`src/pkg/branch_pkg.sv`:
```
// Constants and types for the conditional relative-branch evaluator.
// Assumes a core clock of 200 MHz and flags supplied by the core.
package branch_pkg;

   localparam int PC_WIDTH_DEF  = 16;
   localparam int OFS_WIDTH_DEF = 7;

   // Branch condition selector
   typedef enum logic [2:0] {
      COND_SIGNED_LESS          = 3'h0,
      COND_SIGNED_GREATER_EQUAL = 3'h1,
      COND_NIBBLE_CARRY_SET     = 3'h2,
      COND_NIBBLE_CARRY_CLEAR   = 3'h3,
      COND_COPY_FLAG_SET        = 3'h4,
      COND_COPY_FLAG_CLEAR      = 3'h5,
      COND_SIGNED_WRAP_SET      = 3'h6
   } cond_t;

   // Status flag bit positions in the flag byte
   localparam int FLAG_SIGN_POS   = 2;
   localparam int FLAG_WRAP_POS   = 3;
   localparam int FLAG_NIBBLE_POS = 5;
   localparam int FLAG_COPY_POS   = 6;

   localparam logic [7:0] FLAGS_RST = 8'h00;

   // Cycle counts
   localparam int CYC_NOT_TAKEN = 1;
   localparam int CYC_TAKEN     = 2;

   typedef enum logic [1:0] {
      ST_IDLE  = 2'b01,
      ST_TAKEN = 2'b10
   } state_t;

endpackage : branch_pkg

```
`src/pkg/flag_if.sv`:
```
// Carries flag byte and condition select to the evaluator.
// Assumes both ends share the core clock.
`timescale 1ns/10ps
interface flag_if;
   import branch_pkg::*;
   logic [7:0] flags;
   cond_t      cond;
   logic       taken;
   modport core (output flags, output cond, input taken);
   modport eval (input flags, input cond, output taken);
endinterface : flag_if

```
`src/hdl/cond_eval.sv`:
```
// Combinational condition evaluator for relative branches.
// Assumes flags are stable in the decode cycle.
`timescale 1ns/10ps
module cond_eval (
   flag_if.eval fi
);
   import branch_pkg::*;

   function automatic logic flag_bit(input logic [7:0] f, input int pos);
      return f[pos];
   endfunction : flag_bit

   always_comb begin
      logic n;
      logic v;
      logic h;
      logic t;
      n = flag_bit(fi.flags, FLAG_SIGN_POS);
      v = flag_bit(fi.flags, FLAG_WRAP_POS);
      h = flag_bit(fi.flags, FLAG_NIBBLE_POS);
      t = flag_bit(fi.flags, FLAG_COPY_POS);
      case (fi.cond)
         // [RL1] Sign xor wrap
         COND_SIGNED_LESS:          fi.taken = n ^ v;
         // [RL2] Sign xnor wrap
         COND_SIGNED_GREATER_EQUAL: fi.taken = ~(n ^ v);
         // [RL3] Nibble carry set
         COND_NIBBLE_CARRY_SET:     fi.taken = h;
         // [RL4] Nibble carry clear
         COND_NIBBLE_CARRY_CLEAR:   fi.taken = ~h;
         // [RL5] Copy flag set
         COND_COPY_FLAG_SET:        fi.taken = t;
         // [RL6] Copy flag clear
         COND_COPY_FLAG_CLEAR:      fi.taken = ~t;
         // [RL7] Wrap flag set
         COND_SIGNED_WRAP_SET:      fi.taken = v;
         default:                   fi.taken = 1'b0;
      endcase
   end

endmodule : cond_eval

```
`src/hdl/cond_branch_flag_eval.sv`:
```
// Conditional relative-branch unit: evaluates flags, updates PC.
// Assumes the core presents one branch per START pulse, flags valid then.
// What this block does
// [RL1] Signed less: jump when sign xor wrap
// [RL2] Signed greater-equal: jump when xor zero
// [RL3] Nibble carry set: jump when one
// [RL4] Nibble carry clear: jump when zero
// [RL5] Copy flag set: jump when one
// [RL6] Copy flag clear: jump when zero
// [RL7] Wrap flag set: jump when one
// [RL8] Offset signed, added to PC plus one
`timescale 1ns/10ps
module cond_branch_flag_eval #(
   parameter int PC_WIDTH  = branch_pkg::PC_WIDTH_DEF,
   parameter int OFS_WIDTH = branch_pkg::OFS_WIDTH_DEF
) (
   input  wire logic                 CLK_IN,
   input  wire logic                 RST_N_IN,
   input  wire logic                 START_IN,
   input  wire branch_pkg::cond_t    COND_IN,
   input  wire logic [7:0]           FLAGS_IN,
   input  wire logic [OFS_WIDTH-1:0] OFFSET_IN,
   input  wire logic [PC_WIDTH-1:0]  PC_IN,
   output logic [PC_WIDTH-1:0]       PC_OUT,
   output logic                      PC_LOAD_OUT,
   output logic [7:0]                FLAGS_OUT,
   output logic                      BUSY_OUT,
   output logic                      DONE_OUT
);
   import branch_pkg::*;

   // Offset must fit the PC and carry a sign bit
   if (OFS_WIDTH < 2 || OFS_WIDTH > PC_WIDTH) begin : g_bad_width
      $error("OFS_WIDTH must lie in 2..PC_WIDTH");
   end

   flag_if fi ();

   state_t              state_r;
   state_t              state_nxt;
   logic [PC_WIDTH-1:0] pc_r;
   logic [PC_WIDTH-1:0] pc_nxt;
   logic                load_r;
   logic                load_nxt;
   logic                done_r;
   logic                done_nxt;
   logic [7:0]          flags_r;
   logic [7:0]          flags_nxt;

   assign fi.flags = FLAGS_IN;
   assign fi.cond  = COND_IN;

   cond_eval u_eval (
      .fi (fi.eval)
   );

   // [RL8] Sign-extended offset plus PC plus one
   function automatic logic [PC_WIDTH-1:0] target(
      input logic [PC_WIDTH-1:0]  pc,
      input logic [OFS_WIDTH-1:0] k
   );
      logic [PC_WIDTH-1:0] kx;
      kx = PC_WIDTH'($signed(k));
      return pc + kx + PC_WIDTH'(1);
   endfunction : target

   always_comb begin
      state_nxt = state_r;
      pc_nxt    = pc_r;
      load_nxt  = 1'b0;
      done_nxt  = 1'b0;
      // [RL1] Flags pass unchanged
      flags_nxt = FLAGS_IN;
      case (state_r)
         ST_IDLE: begin
            if (START_IN) begin
               if (fi.taken) begin
                  // [RL3] Taken target loaded
                  pc_nxt    = target(PC_IN, OFFSET_IN);
                  state_nxt = ST_TAKEN;
               end else begin
                  // [RL2] Fall through, one cycle
                  pc_nxt   = PC_IN + PC_WIDTH'(1);
                  load_nxt = 1'b1;
                  done_nxt = 1'b1;
               end
            end
         end
         ST_TAKEN: begin
            // [RL7] Second cycle when taken
            load_nxt  = 1'b1;
            done_nxt  = 1'b1;
            state_nxt = ST_IDLE;
         end
         default: state_nxt = ST_IDLE;
      endcase
   end

   always_ff @(posedge CLK_IN) begin
      if (!RST_N_IN) begin
         state_r <= ST_IDLE;
         pc_r    <= '0;
         load_r  <= 1'b0;
         done_r  <= 1'b0;
         flags_r <= FLAGS_RST;
      end else begin
         state_r <= state_nxt;
         pc_r    <= pc_nxt;
         load_r  <= load_nxt;
         done_r  <= done_nxt;
         flags_r <= flags_nxt;
      end
   end

   assign PC_OUT      = pc_r;
   assign PC_LOAD_OUT = load_r;
   assign FLAGS_OUT   = flags_r;
   assign DONE_OUT    = done_r;
   assign BUSY_OUT    = (state_r == ST_TAKEN);

endmodule : cond_branch_flag_eval

```
`config.mk`:
```
export PLATFORM = sky130hd
export DESIGN_NAME = cond_branch_flag_eval
export DESIGN_NICKNAME = d
export VERILOG_FILES = /design/src/pkg/branch_pkg.sv /design/src/pkg/flag_if.sv /design/src/hdl/cond_eval.sv /design/src/hdl/cond_branch_flag_eval.sv
export SDC_FILE = /design/constraint.sdc
export NUM_CORES = 1
export LEC_CHECK = 0
export ABC_AREA = 0
export BUFFER_PORTS_ARGS = -buffer_cell sky130_fd_sc_hd__clkbuf_2
export CAP_MARGIN = 10
export CORE_MARGIN = 5
export CORE_UTILIZATION = 47
export DETAILED_ROUTE_END_ITERATION = 8
export GPL_TIMING_DRIVEN = 1
export PLACE_DENSITY_LB_ADDON = 0.08
export SYNTH_ARGS = -nofsm -noshare
export SYNTH_HDL_FRONTEND = slang
export SYNTH_HIERARCHICAL = 1
export SYNTH_SLANG_ARGS = --single-unit
```
`constraint.sdc`:
```
create_clock -name CLK_IN -period 2.1 [get_ports CLK_IN]
set_clock_uncertainty 0.1 [all_clocks]
set_input_delay 0.21 -clock CLK_IN [delete_from_list [all_inputs] [get_ports CLK_IN]]
set_output_delay 0.21 -clock CLK_IN [all_outputs]
set_load 0.05 [all_outputs]
```
* Word-level counts from Yosys, hierarchy flattened
Cells that the tools add are included.
Operators by class: $add $sub $neg 3, eq/ne operators 8, multiplexer cells 5, bitwise logic cells 4, reductions and logical operators 4
Operators by type and width (number):
- $add 16x1->16 const B | 2
- $add 16x16->16 | 1
- $mux 16 | 1
- $eq 3x3->1 const B | 3
- $pmux 1 s7 | 1
- $eq 3x2->1 const B | 2
- $reduce_and 2->1 | 3
- $eq 3x1->1 const B | 1
- $logic_not 3->1 | 1
- $not 1->1 | 3
- $eq 2x1->1 const B | 1
- $eq 2x2->1 const B | 1
- $mux 1 | 2
- $pmux 1 s2 | 1
- $xor 1x1->1 | 1
Storage, ports and cells: register bits after elaboration 27, input port bits 37, output and inout port bits 27

* Longest topological paths before layout
depth after elaboration 6, depth in mapped cells 11

* Cells and area by module
Netlist, hierarchy kept.
Modules (own cells, without submodules):
- cond_branch_flag_eval | times used 1, cells an instance 254, area an instance 2023.2 sq um, seq. area each 540.5 sq um
- cond_eval | times used 1, cells an instance 10, area an instance 71.3 sq um, seq. area each 0.0 sq um

* Least setup slack after synthesis
Ideal clock, no wire load.
path type input -> register, from in PC_IN[0], to reg pc_r[8] (netlist: PC_OUT[8]), arrival time 2008 ps, required time 1876 ps, path slack -133 ps, cell stages on the path 11, path buffers 0, cell sequence inv_1 ha_1 inv_1 fa_1 a211oi_1 nor2_1 o31ai_2 nand2b_1 a21oi_1 xor2_1 o21ai_0
Between the ends: cells in the longest elaborated chain, start to end 3, elaborated cells on any way between the ends 4, classes of those cells add/sub: 3; mux: 1
Ends and longest elaborated chain:
- start, declared | RTL line cond_branch_flag_eval.sv:23 | input wire logic [PC_WIDTH-1:0] PC_IN,
- $add 16x16->16 | RTL line cond_branch_flag_eval.sv:64 | return pc + kx + PC_WIDTH'(1);
- $add 16x1->16 | RTL line cond_branch_flag_eval.sv:64
- $mux 16 * | RTL line cond_branch_flag_eval.sv:77 | if (fi.taken) begin
- end signal, assigned | RTL line cond_branch_flag_eval.sv:108 | pc_r <= pc_nxt;
- end, declared | RTL line cond_branch_flag_eval.sv:41 | logic [PC_WIDTH-1:0] pc_r;
Mark *: on every way between the ends. The rest lies on a longest branch, timed or not. A chain may end at the register's enable or synchronous reset.

* Worst setup path after layout
from in PC_IN[0], to reg pc_r[14] (netlist: PC_OUT[14])
The elaborated chain is that of the path after synthesis.

==> impl_metrics.yaml <==
detailed_routing:
  wl_um: 5695
  viasPerCell: 5.326
  wl_per_cell_um: 13.66
  ant_nets: 0
  drtPass1Iterations: 4
  route.detailed.drc: 0
  drt_iter0_markers: 181
  vias: 2221
synthesis:
  synth-compound-area-share: 0.2706
  netlist_top_cells_area: "dfxtp_1 26%, ha_1 11%, a21oi_1 6.0%"
  synth_flop_cell: "dfxtp_1"
  yosys.area_share.simple: 0.2162
  synthArstFlopShare: 0
  synth_area_per_cell_um2: 7.934
  yosysSeqAreaShare: 0.2581
  synth_cells: 264
  syn_area_um2: 2095
  ys_ff_latch: 27
  yosys.area.top_type: "dfxtp_1"
  synth_edf_count: 0
  syn-num-nets: 320
  synth_xor_area_frac: 0.09618
  synth.top_cell.area_share: 0.2581
  synth_top_family_by_area: "compound AO/OA/AOI/OAI gates"
  synth-adder-area-share: 0.1171
  synth_cell_types: 52
  ys_warn_count: 6
  synthMuxAreaShare: 0.004779
final_layout:
  drive_above_1_share: 0.3479
  antennaDiodeCount: 0
  multi_input_area_um2: 1504
  final-seq-area_um2: 540.5
  final_cell_mix: "63 x clkbuf_2, 45 x buf_4, 27 x dfxtp_1, 25 x nand2_1, 23 x a21oi_1"
  num-nets-final: 422
  syn_to_final_growth_pct: 36.44
  fillCellCount: 377
  final_common_cell: "clkbuf_2"
  instances_no_fill: 417
  design_area_um2: 2858
power:
  pwr-share-clk: 0.176
  swShare: 0.4063
  power_mw: 1.719
  pwr-share-seq: 0.344
  leakage_nw: 1.360
  switchingPower_uw: 698.4
  p_per_area_nw_per_um2: 601.4
  intPower_mw: 1.020
  peakVddDrop_uv: 238.0
  p_comb_frac: 0.480
sta:
  slew_viol_final: 0
  fmax_ghz: 0.5091
  setup_tns_ns: 0
  hold_viol: 0
  setup_viol: 0
  worst_slew_pin_slew_ns: 0.3475
  rsz0062_at_grt: "no"
  relSlewSlack: 0.7653
  post-route-min-period_ns: 1.964
  finalCritPeriodShare: 0.9353
worst_hold_path:
  hold_end: "FLAGS_OUT[4]$_SDFF_PN0_"
  holdCritStartpoint: "FLAGS_IN[4]"
  min_path_type: "input pin to flip-flop"
  min_path_cells: 2
clocking:
  numCtsBuffers: 3
  clk_pin_slew_ns: 0.10
  htree_levels: 1
  cts_max_path_buffers: 2
  cts_sinks: 27
  cts-root-buf: "clkbuf_8"
  clk_latency_ns: 0.27
  cts_tree: "yes"
  cts_hold_buf: 0
setup_path:
  r2r-start: "state_r[0]$_SDFFE_PN1P_"
  critical_path_buf_inv_count: 4
  critPathMaxFanout: 6
  worstRegToRegCells: 6
  worstReg2RegEnd: "PC_OUT[6]$_SDFFE_PN0P_"
  rrSetupSlack_ns: 0.51
  max_stage_delay_ns: 0.34
  cp-start-kind: "input pin"
  crit_type: "input pin to flip-flop"
  cpMaxStageDelayCell: "fa_2"
  arrival_ns: 2.08
  required_ns: 2.21
  worst_setup_path_end_kind: "flip-flop"
  cp_cell_sequence: "clkbuf_2 > inv_2 > ha_4 > inv_2 > fa_2 > a211oi_2 > nor2_1 > o31ai_2 > buf_4 > o41ai_1 > xor2_1 > nand3_1 > a21oi_2"
  cpMostUsedCell: "inv_2"
  crit_family: "compound AO/OA/AOI/OAI gates"
grt:
  antenna_found_initial: 0
  grt_pass1_wl_um: 9646
  track_usage: 0.1912
  overflow: 0
  first_global_vias: 2081
  grt_max_degree: 22
place:
  hpwlAfterDp_um: 4769
  routabilityCongestion: 0.8421
  place_area_um2: 2798
  dp_cells: 412
  io_buffers: 63
floorplan:
  num_rows: 24
  dieArea_um2: 5891
  die_h_um: 76.76
  pin_count: 64
  core_um2: 4324
  start_util: 0.4844
  die_w_um: 76.76
flow_run:
  cap_violations: 0
outcome:
  status: "finished, final reports clean"
power groups by stage:
stage          combinational, mW  sequential, mW  clock [mW]
3_5_place_dp               0.818           0.604           0
3_3_place_gp               0.810           0.601           0
6_report                   0.826           0.591       0.302
2_1_floorplan              0.367           0.768           0
5_1_grt                    0.897           0.598       0.334
4_1_cts                    0.822           0.592       0.304
kinds of logic (layout without fill, tap and decap cells):
family / Yosys count / after routing
XOR/XNOR: 23 / 23
multiplexers: 1 / 1
adder cells (fa/ha/maj): 19 / 19
flip-flops: 27 / 27
buffers and inverters: 19 / 120
AO/OA/AOI/OAI: 85 / 85
AND/OR/NAND/NOR: 90 / 90
layout make-up:
cell class	instances	area share
inverters	7	0.009194
clock buffers	3	0.01445
flip-flops and latches	27	0.1891
well taps	52	0.02277
repair buffers	109	0.2356
multi-input cells	218	0.5263
clock inverters	1	0.002627
cell usage after synthesis, drive strengths merged, types with 6 or more instances:
| cell | instances |
|---|---|
| xor2 | 11 |
| dfxtp | 27 |
| a211oi | 6 |
| a21oi | 27 |
| clkbuf | 8 |
| and2 | 10 |
| inv | 7 |
| a21o | 6 |
| nand3 | 12 |
| ha | 18 |
| nor2 | 18 |
| o21ai | 17 |
| xnor2 | 12 |
| nand2 | 25 |
layer usage:
| layer | vias to the layer above | wire, µm | track usage |
|---|---|---|---|
| met5 | - | 0 | 0 |
| met4 | 0 | 50 | 0.04895 |
| met3 | 4 | 372 | 0.01991 |
| met2 | 73 | 2517 | 0.3005 |
| met1 | 977 | 2755 | 0.2770 |
| li1 | 1167 | - | - |
repair_timing:
action | 4_1_cts | 5_1_grt
endpoints found under the setup margin | 0 | 2
buffers inserted | 0 | 1
gates resized for setup | 0 | 2
how the worst max path moves through the flow:
stage / cells past startpoint / end / slack, ns / from
final: 13 / PC_OUT[14]$_SDFFE_PN0P_ / 0.14 / PC_IN[0]
after global routing: 13 / PC_OUT[14]$_SDFFE_PN0P_ / 0.01 / PC_IN[0]
after CTS: 13 / PC_OUT[14]$_SDFFE_PN0P_ / 0.13 / PC_IN[0]
after detailed placement: 13 / PC_OUT[14]$_SDFFE_PN0P_ / -0.15 / PC_IN[0]
after global placement: 13 / PC_OUT[14]$_SDFFE_PN0P_ / -0.12 / PC_IN[0]
after floorplan: 11 / PC_OUT[8]$_SDFFE_PN0P_ / 0.0002 / OFFSET_IN[0]
per-stage QoR:
stage / setup slack (ns) / utilization / hold slack, ns
global route: 0.009683 / 0.6609 / 0.02199
global placement: -0.1171 / 0.6470 / 0.3163
detailed placement: -0.1475 / 0.6470 / 0.3205
finish: 0.1359 / 0.6609 / 0.03456
floorplan: 0.0002225 / - / 0.2373
CTS: 0.1270 / 0.6583 / 0.03419
worst register-to-register path, stage by stage (launching register included):
cell and delay (ns):
dfxtp_1 0.39, ha_1 0.20, and2_1 0.20, buf_4 0.24, o21ai_0 0.11, a31oi_1 0.19, nor2_1 0.07
registers in the layout, indices dropped and copies added, names as in the netlist:
name	cells
FLAGS_OUT	8
PC_OUT	16
DONE_OUT	1
state_r	2
No activity file was read; power rests on OpenSTA's default activity.
